<file path="config.mk">
export PLATFORM = sky130hd
export DESIGN_NAME = tfs_top
export DESIGN_NICKNAME = d
export VERILOG_FILES = /design/src/inc/tfs_pkg.sv /design/src/rtl/tfs_sync.sv /design/src/rtl/tfs_top.sv
export SDC_FILE = /design/constraint.sdc
export NUM_CORES = 2
export LEC_CHECK = 0
export BUFFER_PORTS_ARGS = -buffer_cell sky130_fd_sc_hd__buf_2
export CAP_MARGIN = 20
export CORE_MARGIN = 5
export CORE_UTILIZATION = 47
export CTS_BUF_LIST = sky130_fd_sc_hd__clkbuf_8
export DETAILED_ROUTE_END_ITERATION = 7
export GPL_TIMING_DRIVEN = 0
export PLACE_DENSITY = 0.71
export SYNTH_ARGS = -nofsm -noshare
export SYNTH_HDL_FRONTEND = slang
export SYNTH_HIERARCHICAL = 1
export SYNTH_SLANG_ARGS = --single-unit
</file>
<file path="constraint.sdc">
create_clock -name clk_i -period 4.8 [get_ports clk_i]
set_input_delay 0.24 -clock clk_i [delete_from_list [all_inputs] [get_ports clk_i]]
set_output_delay 0.24 -clock clk_i [all_outputs]
set_load 0.005 [all_outputs]
</file>
<file path="src/inc/tfs_pkg.sv">
// Shared constants and types of the traction fault supervisor
package tfs_pkg;

  // Clock rate
  localparam longint unsigned CLK_HZ = 100_000_000;

  // Sub-system fault inputs
  localparam int NUM_SS = 19;
  localparam int SS_W = 5;

  // Throttle scale in percent of maximum effort
  localparam int PCT_W = 7;
  localparam logic [PCT_W-1:0] PCT_0 = 7'h00;
  localparam logic [PCT_W-1:0] PCT_33 = 7'h21;
  localparam logic [PCT_W-1:0] PCT_67 = 7'h43;
  localparam logic [PCT_W-1:0] PCT_100 = 7'h64;
  localparam logic [PCT_W-1:0] THR_TOL_PCT = 7'h19;
  localparam int AUX_W = 2;

  // Delay from throttle defect to zero traction, seconds
  localparam longint unsigned DEFECT_DELAY_S = 2;
  localparam longint unsigned DEFECT_DELAY_CYC = DEFECT_DELAY_S * CLK_HZ;

  // Key inactivity limit, seconds
  localparam longint unsigned IDLE_TIMEOUT_S = 60;
  localparam longint unsigned IDLE_TIMEOUT_CYC = IDLE_TIMEOUT_S * CLK_HZ;

  // Repeat window for second-priority faults, minutes
  localparam longint unsigned REPEAT_WIN_MIN = 30;
  localparam longint unsigned REPEAT_WIN_CYC = REPEAT_WIN_MIN * 64'd60 * CLK_HZ;

  // Effort ramp in degraded mode, kN per second, and full effort in kN
  localparam longint unsigned RAMP_KN_PER_S = 20;
  localparam longint unsigned EFFORT_MAX_KN = 500;
  localparam longint unsigned RAMP_STEP_CYC =
    (CLK_HZ * EFFORT_MAX_KN) / (64'd100 * RAMP_KN_PER_S);

  // Half period of the red lamp flash, milliseconds
  localparam longint unsigned FLASH_HALF_MS = 500;
  localparam longint unsigned FLASH_HALF_CYC = (FLASH_HALF_MS * CLK_HZ) / 64'd1000;

  typedef enum logic [2:0] {
    MSG_IDLE,
    MSG_P1,
    MSG_P2,
    MSG_ISOL,
    MSG_THR_ISOL,
    MSG_THR_P2,
    MSG_MENU
  } tfs_msg_kind_t;

  typedef struct packed {
    tfs_msg_kind_t kind;
    logic [SS_W-1:0] ss;
  } tfs_msg_t;

  typedef struct packed {
    logic degraded;
    logic [AUX_W-1:0] aux;
    logic [PCT_W-1:0] angle;
  } tfs_thr_t;

  typedef struct packed {
    logic ack;
    logic clear;
    logic menu;
    logic key;
  } tfs_keys_t;

endpackage : tfs_pkg

</file>
<file path="src/rtl/tfs_sync.sv">
// Two-stage synchroniser for pin inputs
`timescale 1ns/1ps
module tfs_sync #(
  parameter int W = 1
) (
  input wire logic clk_i,
  input wire logic reset_n_i,
  input wire logic [W-1:0] async_i,
  output logic [W-1:0] sync_o
);

  logic [W-1:0] meta_ff;
  logic [W-1:0] sync_ff;

  // First stage feeds only the second
  always_ff @(posedge clk_i or negedge reset_n_i) begin
    if (!reset_n_i) begin
      meta_ff <= '0;
      sync_ff <= '0;
    end else begin
      meta_ff <= async_i;
      sync_ff <= meta_ff;
    end
  end

  assign sync_o = sync_ff;

endmodule : tfs_sync

</file>
<file path="src/rtl/tfs_top.sv">
// Fault supervisor with display choice, lamps, isolation and degraded throttle
//
// Behaviour
// Degraded switch: effort from auxiliary contacts only
// Flag defect when readings differ over 25%
// Two seconds after defect force traction zero
// Delay expiry raises a second-priority fault
// Degraded effort ramps at 20 kN/s
// Controller malfunction shows throttle isolation message
// Faults push messages without driver request
// Idle screen when fault-free or clear key
// Sixty seconds without key returns idle
// Yellow lamp lit while fault shown
// First-priority fault flashes red lamp immediately
// First-priority display withholds second-priority messages
// Second-priority message stays until replaced
// First-priority fault opens main circuit breaker
// Isolate on persistent or repeated fault
// Isolated sub-system ignored, isolation message shown
// Isolation makes red lamp steady
// Unacknowledged first-priority fault blocks travel
// Degraded demand needs zero throttle and acknowledge
`timescale 1ns/1ps
module tfs_top #(
  parameter int NUM_SS = tfs_pkg::NUM_SS,
  parameter longint unsigned DELAY_CYC = tfs_pkg::DEFECT_DELAY_CYC,
  parameter longint unsigned IDLE_CYC = tfs_pkg::IDLE_TIMEOUT_CYC,
  parameter longint unsigned WIN_CYC = tfs_pkg::REPEAT_WIN_CYC,
  parameter longint unsigned RAMP_CYC = tfs_pkg::RAMP_STEP_CYC,
  parameter longint unsigned FLASH_CYC = tfs_pkg::FLASH_HALF_CYC
) (
  input wire logic clk_i,
  input wire logic reset_n_i,
  input wire logic [NUM_SS-1:0] fault_p1_i,
  input wire logic [NUM_SS-1:0] fault_p2_i,
  input wire tfs_pkg::tfs_keys_t keys_i,
  input wire tfs_pkg::tfs_thr_t throttle_i,
  output tfs_pkg::tfs_msg_t msg_o,
  output logic fault_ack_button_o,
  output logic red_fault_lamp_o,
  output logic main_circuit_breaker_open_o,
  output logic travel_inhibit_o,
  output logic [NUM_SS-1:0] isolated_o,
  output logic [tfs_pkg::PCT_W-1:0] effort_demand_o
);

  localparam int DW = $clog2(DELAY_CYC + 1);
  localparam int IW = $clog2(IDLE_CYC + 1);
  localparam int WW = $clog2(WIN_CYC + 1);
  localparam int RW = $clog2(RAMP_CYC + 1);
  localparam int FW = $clog2(FLASH_CYC + 1);
  localparam int SW = 2 * NUM_SS + $bits(tfs_pkg::tfs_keys_t) + $bits(tfs_pkg::tfs_thr_t);

  // Synchronised pins
  logic [SW-1:0] sync_w;
  logic [NUM_SS-1:0] p1_s, p2_s;
  tfs_pkg::tfs_keys_t keys_s;
  tfs_pkg::tfs_thr_t thr_s;

  tfs_sync #(.W(SW)) u_sync (
    .clk_i(clk_i),
    .reset_n_i(reset_n_i),
    .async_i({fault_p1_i, fault_p2_i, keys_i, throttle_i}),
    .sync_o(sync_w)
  );
  assign {p1_s, p2_s, keys_s, thr_s} = sync_w;

  function automatic logic [tfs_pkg::SS_W-1:0] lowest(input logic [NUM_SS-1:0] v);
    logic [tfs_pkg::SS_W-1:0] idx;
    idx = '0;
    for (int i = NUM_SS - 1; i >= 0; i--) begin
      if (v[i]) begin
        idx = tfs_pkg::SS_W'(i);
      end
    end
    return idx;
  endfunction : lowest

  function automatic logic [tfs_pkg::PCT_W-1:0] aux_level(input logic [tfs_pkg::AUX_W-1:0] a);
    logic [tfs_pkg::PCT_W-1:0] lvl;
    lvl = tfs_pkg::PCT_0;
    case (a)
      2'h1: lvl = tfs_pkg::PCT_33;
      2'h2: lvl = tfs_pkg::PCT_67;
      2'h3: lvl = tfs_pkg::PCT_100;
      default: lvl = tfs_pkg::PCT_0;
    endcase
    return lvl;
  endfunction : aux_level

  // Edge detection of faults and keys
  logic [NUM_SS-1:0] p1_q_ff, p2_q_ff;
  tfs_pkg::tfs_keys_t keys_q_ff;

  always_ff @(posedge clk_i or negedge reset_n_i) begin
    if (!reset_n_i) begin
      p1_q_ff <= '0;
      p2_q_ff <= '0;
      keys_q_ff <= '0;
    end else begin
      p1_q_ff <= p1_s;
      p2_q_ff <= p2_s;
      keys_q_ff <= keys_s;
    end
  end

  logic [NUM_SS-1:0] iso_ff, nxt_iso, p1_rise, p2_rise, win_busy, new_iso;
  logic ack_press, clear_press, menu_press, any_press;

  // Isolated inputs discarded
  assign p1_rise = p1_s & ~p1_q_ff & ~iso_ff;
  assign p2_rise = p2_s & ~p2_q_ff & ~iso_ff;
  assign ack_press = keys_s.ack & ~keys_q_ff.ack;
  assign clear_press = keys_s.clear & ~keys_q_ff.clear;
  assign menu_press = keys_s.menu & ~keys_q_ff.menu;
  assign any_press = |(keys_s & ~keys_q_ff);

  // Pending first-priority faults; a new fault wins over acknowledge
  logic [NUM_SS-1:0] p1_pend_ff;
  logic any_p1;

  always_ff @(posedge clk_i or negedge reset_n_i) begin
    if (!reset_n_i) begin
      p1_pend_ff <= '0;
    end else begin
      p1_pend_ff <= (p1_pend_ff & {NUM_SS{~ack_press}}) | p1_rise;
    end
  end
  assign any_p1 = |p1_pend_ff;

  // Breaker opened while first-priority pending
  // Kept in force until acknowledge
  always_ff @(posedge clk_i or negedge reset_n_i) begin
    if (!reset_n_i) begin
      main_circuit_breaker_open_o <= 1'b0;
      travel_inhibit_o <= 1'b0;
    end else begin
      main_circuit_breaker_open_o <= |((p1_pend_ff & {NUM_SS{~ack_press}}) | p1_rise);
      travel_inhibit_o <= |((p1_pend_ff & {NUM_SS{~ack_press}}) | p1_rise);
    end
  end

  // Repeat window per sub-system
  logic [WW-1:0] win_cnt_ff [NUM_SS];
  for (genvar g = 0; g < NUM_SS; g++) begin : g_win
    assign win_busy[g] = (win_cnt_ff[g] != '0);
    always_ff @(posedge clk_i or negedge reset_n_i) begin
      if (!reset_n_i) begin
        win_cnt_ff[g] <= '0;
      end else if (p2_rise[g]) begin
        win_cnt_ff[g] <= WW'(WIN_CYC);
      end else if (win_busy[g]) begin
        win_cnt_ff[g] <= win_cnt_ff[g] - WW'(1);
      end
    end
  end

  // Persistent at acknowledge, or repeated in window
  assign nxt_iso = iso_ff | (p1_pend_ff & p1_s & {NUM_SS{ack_press}}) | (p2_rise & win_busy);
  assign new_iso = nxt_iso & ~iso_ff;

  always_ff @(posedge clk_i or negedge reset_n_i) begin
    if (!reset_n_i) begin
      iso_ff <= '0;
    end else begin
      iso_ff <= nxt_iso;
    end
  end
  assign isolated_o = iso_ff;

  // Throttle supervision
  logic [tfs_pkg::PCT_W-1:0] aux_lvl, angle_cap, diff;
  logic defect_det, defect_rise, defect_ff, thr_zero_ff, thr_p2_pend_ff, accept_ff;
  logic thr_expire;
  logic [DW-1:0] dly_cnt_ff;

  assign aux_lvl = aux_level(thr_s.aux);
  assign angle_cap = (thr_s.angle > tfs_pkg::PCT_100) ? tfs_pkg::PCT_100 : thr_s.angle;
  assign diff = (aux_lvl > angle_cap) ? aux_lvl - angle_cap : angle_cap - aux_lvl;
  // Mismatch check only while angle transmitter in use
  assign defect_det = ~thr_s.degraded & (diff > tfs_pkg::THR_TOL_PCT);
  assign defect_rise = defect_det & ~defect_ff;
  assign thr_expire = defect_ff & ~thr_zero_ff & (dly_cnt_ff == DW'(DELAY_CYC - 1));

  always_ff @(posedge clk_i or negedge reset_n_i) begin
    if (!reset_n_i) begin
      defect_ff <= 1'b0;
    end else if (defect_det) begin
      defect_ff <= 1'b1;
    end
  end

  // Delay then zero traction
  always_ff @(posedge clk_i or negedge reset_n_i) begin
    if (!reset_n_i) begin
      dly_cnt_ff <= '0;
      thr_zero_ff <= 1'b0;
    end else if (defect_ff && !thr_zero_ff) begin
      dly_cnt_ff <= dly_cnt_ff + DW'(1);
      thr_zero_ff <= thr_expire;
    end
  end

  // Second-priority throttle fault; expiry wins over acknowledge
  always_ff @(posedge clk_i or negedge reset_n_i) begin
    if (!reset_n_i) begin
      thr_p2_pend_ff <= 1'b0;
    end else begin
      thr_p2_pend_ff <= thr_expire | (thr_p2_pend_ff & ~ack_press);
    end
  end

  // Accept only from zero with fault acknowledged
  always_ff @(posedge clk_i or negedge reset_n_i) begin
    if (!reset_n_i) begin
      accept_ff <= 1'b0;
    end else if (!thr_s.degraded) begin
      accept_ff <= 1'b0;
    end else if (aux_lvl == tfs_pkg::PCT_0 && !thr_p2_pend_ff) begin
      accept_ff <= 1'b1;
    end
  end

  // Ramp one percent per step interval
  logic [RW-1:0] ramp_cnt_ff;
  logic ramp_tick;
  assign ramp_tick = (ramp_cnt_ff == RW'(RAMP_CYC - 1));

  always_ff @(posedge clk_i or negedge reset_n_i) begin
    if (!reset_n_i) begin
      ramp_cnt_ff <= '0;
    end else if (ramp_tick || !thr_s.degraded) begin
      ramp_cnt_ff <= '0;
    end else begin
      ramp_cnt_ff <= ramp_cnt_ff + RW'(1);
    end
  end

  // Degraded mode follows auxiliary levels only
  always_ff @(posedge clk_i or negedge reset_n_i) begin
    if (!reset_n_i) begin
      effort_demand_o <= tfs_pkg::PCT_0;
    end else if (!thr_s.degraded) begin
      effort_demand_o <= thr_zero_ff ? tfs_pkg::PCT_0 : angle_cap;
    end else if (!accept_ff) begin
      effort_demand_o <= tfs_pkg::PCT_0;
    end else if (ramp_tick && effort_demand_o < aux_lvl) begin
      effort_demand_o <= effort_demand_o + 7'h01;
    end else if (ramp_tick && effort_demand_o > aux_lvl) begin
      effort_demand_o <= effort_demand_o - 7'h01;
    end
  end

  // Latest pushed message; newest replaces older
  tfs_pkg::tfs_msg_t evt_ff;
  logic evt_vld_ff, new_evt;
  assign new_evt = (|new_iso) | defect_rise | thr_expire | (|p2_rise);

  // Push and hold messages
  always_ff @(posedge clk_i or negedge reset_n_i) begin
    if (!reset_n_i) begin
      evt_ff <= '{kind: tfs_pkg::MSG_IDLE, ss: '0};
      evt_vld_ff <= 1'b0;
    end else if (|new_iso) begin
      evt_ff <= '{kind: tfs_pkg::MSG_ISOL, ss: lowest(new_iso)};
      evt_vld_ff <= 1'b1;
    end else if (defect_rise) begin
      evt_ff <= '{kind: tfs_pkg::MSG_THR_ISOL, ss: '0};
      evt_vld_ff <= 1'b1;
    end else if (thr_expire) begin
      evt_ff <= '{kind: tfs_pkg::MSG_THR_P2, ss: '0};
      evt_vld_ff <= 1'b1;
    end else if (|p2_rise) begin
      evt_ff <= '{kind: tfs_pkg::MSG_P2, ss: lowest(p2_rise)};
      evt_vld_ff <= 1'b1;
    end else if (|p1_rise) begin
      evt_vld_ff <= 1'b0;
    end
  end

  // View selection; a pushed fault beats a clear in the same cycle
  logic idle_sel_ff, menu_ff, idle_expire;
  logic [IW-1:0] idle_cnt_ff;
  assign idle_expire = menu_ff & (idle_cnt_ff == IW'(IDLE_CYC));

  // Inactivity timer for the menu view
  always_ff @(posedge clk_i or negedge reset_n_i) begin
    if (!reset_n_i) begin
      idle_cnt_ff <= '0;
    end else if (any_press || !menu_ff || idle_expire) begin
      idle_cnt_ff <= '0;
    end else begin
      idle_cnt_ff <= idle_cnt_ff + IW'(1);
    end
  end

  always_ff @(posedge clk_i or negedge reset_n_i) begin
    if (!reset_n_i) begin
      menu_ff <= 1'b0;
    end else if (new_evt || (|p1_rise) || clear_press || idle_expire) begin
      menu_ff <= 1'b0;
    end else if (menu_press) begin
      menu_ff <= 1'b1;
    end
  end

  // Clear key selects idle screen
  always_ff @(posedge clk_i or negedge reset_n_i) begin
    if (!reset_n_i) begin
      idle_sel_ff <= 1'b0;
    end else if (new_evt || (|p1_rise) || menu_press) begin
      idle_sel_ff <= 1'b0;
    end else if (clear_press || idle_expire) begin
      idle_sel_ff <= 1'b1;
    end
  end

  // First-priority message on top, below only the idle selection
  tfs_pkg::tfs_msg_t nxt_msg;
  always_comb begin
    nxt_msg = '{kind: tfs_pkg::MSG_IDLE, ss: '0};
    if (idle_sel_ff) begin
      nxt_msg = '{kind: tfs_pkg::MSG_IDLE, ss: '0};
    end else if (any_p1) begin
      nxt_msg = '{kind: tfs_pkg::MSG_P1, ss: lowest(p1_pend_ff)};
    end else if (menu_ff) begin
      nxt_msg = '{kind: tfs_pkg::MSG_MENU, ss: '0};
    end else if (evt_vld_ff) begin
      nxt_msg = evt_ff;
    end
  end

  always_ff @(posedge clk_i or negedge reset_n_i) begin
    if (!reset_n_i) begin
      msg_o <= '{kind: tfs_pkg::MSG_IDLE, ss: '0};
    end else begin
      msg_o <= nxt_msg;
    end
  end

  // Flash phase restarts lit when a first-priority message appears
  logic [FW-1:0] flash_cnt_ff;
  logic flash_on_ff, p1_enter;
  assign p1_enter = (nxt_msg.kind == tfs_pkg::MSG_P1) && (msg_o.kind != tfs_pkg::MSG_P1);

  always_ff @(posedge clk_i or negedge reset_n_i) begin
    if (!reset_n_i) begin
      flash_cnt_ff <= '0;
      flash_on_ff <= 1'b1;
    end else if (p1_enter || flash_cnt_ff == FW'(FLASH_CYC - 1)) begin
      flash_cnt_ff <= '0;
      flash_on_ff <= p1_enter | ~flash_on_ff;
    end else begin
      flash_cnt_ff <= flash_cnt_ff + FW'(1);
    end
  end

  // Lamp drive
  always_ff @(posedge clk_i or negedge reset_n_i) begin
    if (!reset_n_i) begin
      fault_ack_button_o <= 1'b0;
      red_fault_lamp_o <= 1'b0;
    end else begin
      fault_ack_button_o <= (nxt_msg.kind == tfs_pkg::MSG_P1) ||
                            (nxt_msg.kind == tfs_pkg::MSG_P2) ||
                            (nxt_msg.kind == tfs_pkg::MSG_THR_P2);
      red_fault_lamp_o <= (|nxt_iso) ||
                          ((nxt_msg.kind == tfs_pkg::MSG_P1) && (p1_enter || flash_on_ff));
    end
  end

  AST_DEGR_ZERO: assert property (@(posedge clk_i) disable iff (!reset_n_i)
    thr_s.degraded && !accept_ff |=> effort_demand_o == 7'h00)
    else $error("degraded demand not zero before acceptance");
  AST_DEFECT_FLAG: assert property (@(posedge clk_i) disable iff (!reset_n_i)
    defect_det |=> defect_ff)
    else $error("throttle mismatch not flagged");
  AST_ZERO_TRACTION: assert property (@(posedge clk_i) disable iff (!reset_n_i)
    thr_zero_ff && !thr_s.degraded |=> effort_demand_o == 7'h00)
    else $error("traction not zero after defect delay");
  AST_DELAY_COUNT: assert property (@(posedge clk_i) disable iff (!reset_n_i)
    $rose(thr_zero_ff) |-> dly_cnt_ff == DW'(DELAY_CYC))
    else $error("defect delay length wrong");
  AST_THR_P2: assert property (@(posedge clk_i) disable iff (!reset_n_i)
    $rose(thr_zero_ff) |-> thr_p2_pend_ff)
    else $error("no throttle fault at delay expiry");
  AST_THR_ISOL_MSG: assert property (@(posedge clk_i) disable iff (!reset_n_i)
    defect_rise && new_iso == '0 |=> evt_vld_ff && evt_ff.kind == tfs_pkg::MSG_THR_ISOL)
    else $error("throttle isolation message missing");
  AST_IDLE_LIMIT: assert property (@(posedge clk_i) disable iff (!reset_n_i)
    idle_expire |=> !menu_ff ##1 !menu_ff && msg_o.kind != tfs_pkg::MSG_MENU)
    else $error("menu not left after inactivity");
  AST_ACK_LAMP: assert property (@(posedge clk_i) disable iff (!reset_n_i)
    msg_o.kind == tfs_pkg::MSG_P1 || msg_o.kind == tfs_pkg::MSG_P2 |-> fault_ack_button_o)
    else $error("acknowledge lamp dark during fault message");
  AST_FLASH_START: assert property (@(posedge clk_i) disable iff (!reset_n_i)
    msg_o.kind == tfs_pkg::MSG_P1 && $past(msg_o.kind) != tfs_pkg::MSG_P1 |-> red_fault_lamp_o)
    else $error("red lamp not lit at first-priority message");
  AST_P1_ON_TOP: assert property (@(posedge clk_i) disable iff (!reset_n_i)
    any_p1 && !idle_sel_ff |=> msg_o.kind == tfs_pkg::MSG_P1)
    else $error("first-priority message not shown");
  AST_BREAKER: assert property (@(posedge clk_i) disable iff (!reset_n_i)
    |p1_rise |=> main_circuit_breaker_open_o && travel_inhibit_o)
    else $error("breaker not opened on first-priority fault");
  AST_REPEAT_ISO: assert property (@(posedge clk_i) disable iff (!reset_n_i)
    |(p2_rise & win_busy) |=> (iso_ff & $past(p2_rise & win_busy)) == $past(p2_rise & win_busy))
    else $error("repeated fault did not isolate");
  AST_ISO_MASK: assert property (@(posedge clk_i) disable iff (!reset_n_i)
    (p1_rise & iso_ff) == '0 && (p2_rise & iso_ff) == '0)
    else $error("isolated sub-system still reports");
  AST_ISO_STEADY: assert property (@(posedge clk_i) disable iff (!reset_n_i)
    |iso_ff |-> red_fault_lamp_o)
    else $error("red lamp not steady after isolation");
  AST_HOLD_PROTECT: assert property (@(posedge clk_i) disable iff (!reset_n_i)
    any_p1 && !ack_press |=> travel_inhibit_o && main_circuit_breaker_open_o)
    else $error("protection released without acknowledge");

endmodule : tfs_top

</file>
== Word level (Yosys, flattened, before mapping) ==
Cells that the tools add are included.

* Logic and storage cells: 331
* Bits in registers: 1052
* Output and inout port bits: 38
* Bits of input ports: 54

* Reductions and logical operators: 73
* $lt $le $gt $ge: 5
* Eq/ne operators: 13
* Mux-type cells: 125
* Bitwise operators: 39
* $add $sub $neg: 27

{| class="wikitable"
|+ Operator list
! kind !! number
|-
| 38-bit 2-to-1 mux || 38
|-
| 38-bit nonzero test || 19
|-
| 38-bit by 1-bit subtractor with 38-bit output (second input constant) || 19
|-
| 5-bit 2-to-1 mux || 57
|-
| 19-bit AND || 9
|-
| 19-bit OR reduction || 6
|-
| 8-bit 2-to-1 mux || 8
|-
| 19-bit inverter || 3
|-
| 19-bit OR || 3
|-
| 7-bit 2-to-1 mux || 7
|-
| 2-bit nonzero test || 21
|-
| 33-bit by 1-bit adder with 33-bit output (second input constant) || 1
|-
| 33-bit == test (second input constant) || 1
|-
| 33-bit 2-to-1 mux || 1
|-
| 28-bit by 1-bit adder with 28-bit output (second input constant) || 1
|-
| 28-bit == test (second input constant) || 1
|-
| 26-bit by 1-bit adder with 26-bit output (second input constant) || 1
|-
| 26-bit == test (second input constant) || 1
|-
| 26-bit 2-to-1 mux || 1
|-
| 25-bit by 1-bit adder with 25-bit output (second input constant) || 1
|-
| 25-bit == test (second input constant) || 1
|-
| 25-bit 2-to-1 mux || 1
|-
| 7-bit one-hot mux with 3 select lines || 1
|-
| 7-bit greater-than comparator || 2
|-
| other kinds (27) || 78
|}

== Logic depth before layout (Yosys ltp) ==
* Word-level depth: 26
* Depth in mapped cells: 20
* Mapped depth without buffers: 20

== By module ==
Netlist, hierarchy kept.

{| class="wikitable"
|+ Modules (own cells, without submodules)
! module !! seq. area each (um2) !! cells each !! area an instance (um2) !! times used
|-
| tfs_top || 23724.0 || 4851 || 46589.7 || 1
|-
| tfs_sync || 2602.5 || 104 || 2602.5 || 1
|}

== Worst setup path before layout ==
OpenSTA, ideal clock, no wires.

* Path kind: flip-flop to flip-flop
* Start: reg win_cnt_ff[272] (netlist name)
* End: reg evt_ff[0] (netlist name)
* Data required time: 4.674 ns
* Path slack: 0.943 ns
* Data arrival time: 3.731 ns
* Library setup time: 0.126 ns
* Stages on the path, launching flop included: 12
* Buffers on the path: 2
* Period minus slack after synthesis: 3.857 ns
* Cells stage by stage: dfrtp_1 or4_4 or3_4 or4_1 buf_2 o31ai_4 or4b_4 nor4_4 nand3_2 or2_0 buf_2 o32a_1

* Word-level cells in the longest chain between the ends: 17
* Elaborated cells between the ends (all ways): 19
* Those cells by class: mux: 13; bitwise: 3; reduce/logical: 3

{| class="wikitable"
|+ Ends and longest elaborated chain
! what !! line !! RTL
|-
| start, declared || tfs_top.sv:144 || <nowiki>logic [WW-1:0] win_cnt_ff [NUM_SS];</nowiki>
|-
| start signal, assigned by index || tfs_top.sv:151 || <nowiki>win_cnt_ff[g] <= WW'(WIN_CYC);</nowiki>
|-
| start signal, assigned by index || tfs_top.sv:153 || <nowiki>win_cnt_ff[g] <= win_cnt_ff[g] - WW'(1);</nowiki>
|-
| 38-bit nonzero test (*) || tfs_top.sv:146 || <nowiki>assign win_busy[g] = (win_cnt_ff[g] != '0);</nowiki>
|-
| 19-bit AND (*) || tfs_top.sv:159 || <nowiki>assign nxt_iso = iso_ff | (p1_pend_ff & p1_s & {NUM_SS{ack_press}}) | (p2_rise & win_busy);</nowiki>
|-
| 19-bit OR (*) || tfs_top.sv:159 ||
|-
| 19-bit AND (*) || tfs_top.sv:160 || <nowiki>assign new_iso = nxt_iso & ~iso_ff;</nowiki>
|-
| 5-bit 2-to-1 mux (12 in series) || tfs_top.sv:72 || <nowiki>if (v[i]) begin</nowiki>
|-
| 8-bit 2-to-1 mux || tfs_top.sv:264 || <nowiki>end else if (|new_iso) begin</nowiki>
|-
| end signal, assigned || tfs_top.sv:262 || <nowiki>evt_ff <= '{kind: tfs_pkg::MSG_IDLE, ss: '0};</nowiki>
|-
| end signal, assigned || tfs_top.sv:265 || <nowiki>evt_ff <= '{kind: tfs_pkg::MSG_ISOL, ss: lowest(new_iso)};</nowiki>
|-
| end signal, assigned || tfs_top.sv:268 || <nowiki>evt_ff <= '{kind: tfs_pkg::MSG_THR_ISOL, ss: '0};</nowiki>
|-
| end, declared || tfs_top.sv:255 || <nowiki>tfs_pkg::tfs_msg_t evt_ff;</nowiki>
|}

Mark *: on every way between the ends. The rest lies on a longest branch, timed or not.
A chain may end at the register's enable or synchronous reset.

== Worst setup path in the final report ==
* Start: reg win_cnt_ff[311] (netlist name)
* End: reg evt_ff[0] (netlist name)

* Word-level cells in the longest chain between the ends: 16
* Elaborated cells between the ends (all ways): 18
* Those cells by class: mux: 12; bitwise: 3; reduce/logical: 3

{| class="wikitable"
|+ Ends and longest elaborated chain
! what !! line
|-
| 38-bit nonzero test (*) || tfs_top.sv:146
|-
| 19-bit AND (*) || tfs_top.sv:159
|-
| 19-bit OR (*) || tfs_top.sv:159
|-
| 19-bit AND (*) || tfs_top.sv:160
|-
| 5-bit 2-to-1 mux (11 in series) || tfs_top.sv:72
|-
| 8-bit 2-to-1 mux || tfs_top.sv:264
|}

Marked as above.

==> impl.org <==
** Detailed routing
- Initial DRC count :: 2636
- For this block, the via count after detailed routing is roughly 37000.
- Via density :: around 5.4
- Routed wire length :: around 110 mm
- After detailed routing, the number of remaining DRC violations is 0.
- For this run, the detailed router's first-pass iteration total came to 5.
- WL per Instance :: approximately 16 um
- The detail route stage leaves a number of antenna-violating nets equal to 0.

** Floorplanning
- between 90 and 100 I/O pins were placed.
- Die Height :: between 300 and 400 um
- X dimension of the die :: around 330 um
- The initialized floorplan defines approximately 120 standard-cell rows.
- The core region is between 100000 and 150000 um^2.
- Initial core utilization :: 47.39%
- Total Die Area :: roughly 110000 um^2

** Critical path
- Launch point of the worst reg-to-reg path :: win_cnt_ff[311]
- The worst setup path is captured at a flop.
- In this design, the critical path's most frequently occurring cell is or4_1.
- Biggest fanout along the worst timing path :: 7
- The critical path goes through or4_1, or4_1, nor4_1, nor2_1, or4b_4, nor4_4, nand3_2, or2_0, buf_2, o32a_1.
- Worst setup path class :: flop to flop
- Endpoint arrival time on the critical path :: approximately 5.4 ns
- Standard cell with the maximum stage delay on the critical path :: nor4_1
- The largest single stage delay on the critical path is 0.83 ns.
- Endpoint required time on the critical path :: 5.50 ns
- The worst setup path is launched from a flop.
- The most critical setup path has its startpoint at win_cnt_ff[311].

** GRT
- The first global-routing pass estimated between 150 and 200 mm of wire.
- Summed over all layers, the global routing overflow is 0.
- Pin count of the biggest net entering global routing :: 170
- The initial antenna violation count came to 7.
- Aggregate global-route resource usage :: between 10% and 20%
- The number of global-route vias before repair is roughly 37000.

** CTS
- Number of H-tree levels :: 4
- Inserted Clock Buffers :: 175
- Longest Clk Path Bufs :: 3
- Clk slew on worst S/H paths :: roughly 0.060 ns
- At the later pin of the worst-skew pair, clock insertion delay measures 0.84 ns.
- The tree is rooted in a clkbuf_8.
- For this design, the sink count on the clock tree is 1052.
- TritonCTS built the clock tree.

** Yosys
- Proportion of netlist area held by the largest area contributor :: 53.46%
- In the post-synthesis netlist, the biggest area contributors are dfrtp_1 (53%), xnor2_1 (7.0%), nor2_1 (5.7%), xor2_1 (4.4%), nand2_1 (3.5%).
- The Yosys step of the flow raised 6 warnings.
- The synthesized design spends more area on one cell type than any other, namely dfrtp_1.
- The synthesized design contains 0 enable-type register cells.
- The most used flip-flop cell after synthesis is dfrtp_1.
- Asr flop ratio synth :: 100.0%
- Number of standard cells after synthesis :: around 5000
- Net Count, Synth :: 5061
- Counting distinct cell types in the post-synthesis netlist gives 82.
- The synthesized design contains ~1100 register bits.
- Mean Syn Cell Area :: about 9.9 um^2
- By instance count, the leading cell after synthesis is dfrtp_1.
- The commonest cells after synthesis are dfrtp_1 (1051), nor2_1 (753), nand2_1 (455).
- Summing the sequential cell areas from Yosys gives between 50 and 60% of the chip area.
- Synth Cell Area :: just under 50000 um^2

** STA
- Setup violations remaining at the end of the flow were counted as 0.
- Worst Skew :: between 0.04 and 0.05 ns
- After layout, the worst path uses slightly below 100% of the clock period.
- Pin slew with the least headroom to its limit :: approximately 1.1 ns
- Number of hold violations in the final report :: 0
- Total negative slack for setup checks :: 0 ns
- The clock period could shrink to roughly 4.7 ns.
- The max-slew violation total from the final report is 0.
- Maximum clock frequency :: 0.2145 GHz
- Worst slew margin relative to its limit :: 24.60%

** Power and ir drop
- The internal portion of the total power is between 15 and 20 mW.
- In this run the static leakage power is between 20 and 25 nW.
- The design draws roughly 24 mW.
- Power per Cell Area :: 423.9 nW/um^2
- For this design the total switching power over the nets is 7.201 mW.
- Portion of total power attributed to sequential cells :: approximately half
- Switching fraction of total power :: around 30%
- The share of total power dissipated in the clock network is 33.9%.
- IR analysis of the VDD net gives a maximum drop of about 0.34 mV.
- Part of the power in combinational logic :: roughly 16%

** Cells and area
- Relative to the synthesized area, the layout overhead comes to 14.28%.
- After the last flow step, the layout net total stands at 5434.
- In the final layout, the share of cells above drive strength 1 is roughly 8.1%.
- Total of fill cells in the finished design :: around 9000

** Min path
- Class of the tightest hold or removal check :: primary input to flop
- Worst Hold Launch :: throttle_i[7]

** Place
- During placement, the flow inserted port buffers numbering 91.
- DPL Wire Length :: 75.20 mm
- At the end of routability-driven placement, the weighted congestion stood at roughly 0.85.

** Run
- Max-Cap Viols :: 0

** Status
- The run finished with clean final reports.
## layout by cell type (no fill, tap or decap), types with 148 or more instances in the layout
master | Yosys | final
nand2_1 | 455 | 455
nand3_1 | 148 | 148
a21oi_1 | 163 | 163
clkbuf_8 | 0 | 220
xnor2_1 | 392 | 392
dfrtp_1 | 1051 | 1051
nor4_1 | 195 | 194
nor2_1 | 753 | 753
xor2_1 | 245 | 245
nor3_1 | 229 | 229
## cell families after synthesis
kind of cell / after synthesis / synth area share [%]
and+or+nand+nor: 2479 / 25.42
DFF: 1052 / 53.52
xor gates and xnor gates: 637 / 11.34
AOI/OAI and AO/OA: 497 / 6.247
buffers and inverters: 218 / 1.681
adders and majority gates: 52 / 1.368
muxes: 20 / 0.4248
## worst paths after layout
kind | to | slack (ns) | cells after the start
max in group asynchronous | idle_cnt_ff[22] | 2.21 | 6
worst min-delay path | u_sync/meta_ff[7] | 0.09 | 2
worst max register to register | evt_ff[0] | 0.14 | 10
min in group asynchronous | win_cnt_ff[66] | 0.51 | 4
worst min register to register | u_sync/sync_o[32] | 0.34 | 0
worst max-delay path | evt_ff[0] | 0.14 | 10
## repair_timing
action                                  in CTS  in global routing
endpoints found under the setup margin       0                  7
resized for setup                            0                  2
hold endpoints to repair                   395                  0
hold buffers                                95                  0
buffers inserted                             0                  0
## sequential cells by signal, indices dropped and copies added (netlist names), 19 cells and up
| name | count |
|---|---|
| p2_q_ff | 19 |
| u_sync/meta_ff | 52 |
| idle_cnt_ff | 33 |
| ramp_cnt_ff | 25 |
| u_sync/sync_o | 52 |
| dly_cnt_ff | 28 |
| p1_q_ff | 19 |
| p1_pend_ff | 19 |
| win_cnt_ff | 722 |
| flash_cnt_ff | 26 |
| isolated_o | 19 |
## layer usage
metal / share of wire (%) / routed length [um] / track usage, %
met1: 46 / 50910 / 27.60
met2: 46 / 49910 / 30.73
met3: 5.5 / 6020 / 4.338
met5: 0.012 / 13 / 0
met4: 2.5 / 2767 / 5.954
## power groups by stage
stage	sequential, mW	combinational, mW	clock [mW]
5_1_grt	12.1	4.46	8.76
3_3_place_gp	11.9	3.64	0
3_5_place_dp	12.0	3.82	0
2_1_floorplan	11.6	2.88	0
6_report	11.9	3.89	8.08
4_1_cts	11.8	3.90	8.32
## layout make-up
type / instances / area [um^2] / share of cell area, %
Antenna cell: 3 / 7.507 / 0.01335
Buffer: 128 / 489.2 / 0.8702
Clock buffer: 220 / 3028 / 5.386
Clock inverter: 93 / 595.6 / 1.059
Inverter: 90 / 337.8 / 0.6009
Multi-Input combinational cell: 3685 / 22070 / 39.26
Sequential cell: 1052 / 26330 / 46.83
Tap cell: 1380 / 1727 / 3.071
Timing Repair Buffer: 196 / 1638 / 2.913
## through the flow
step                instances  instance area [um^2]  setup slack (ns)  hold slack, ns  util (%)
floorplan                4955                 49190            0.9434        -0.05559         -
global placement         6426                 51370            -19.40          0.3323     49.50
CTS                      6843                 56190            0.1753        0.007015     54.14
detailed placement       6435                 51600            0.2068         0.08491     49.72
global route             6847                 56220          -0.02238         0.01161     54.17
finish                   6847                 56220            0.1370         0.08711     54.17
## critical path, delay by kind of cell, from the launching register on
| family | cells | cell delay, ns |
|---|---|---|
| compound gates | 1 | 0.29 |
| buf+inv | 1 | 0.17 |
| flops | 1 | 0.43 |
| simple gates | 8 | 3.63 |
No activity file was read; power rests on OpenSTA's default activity.
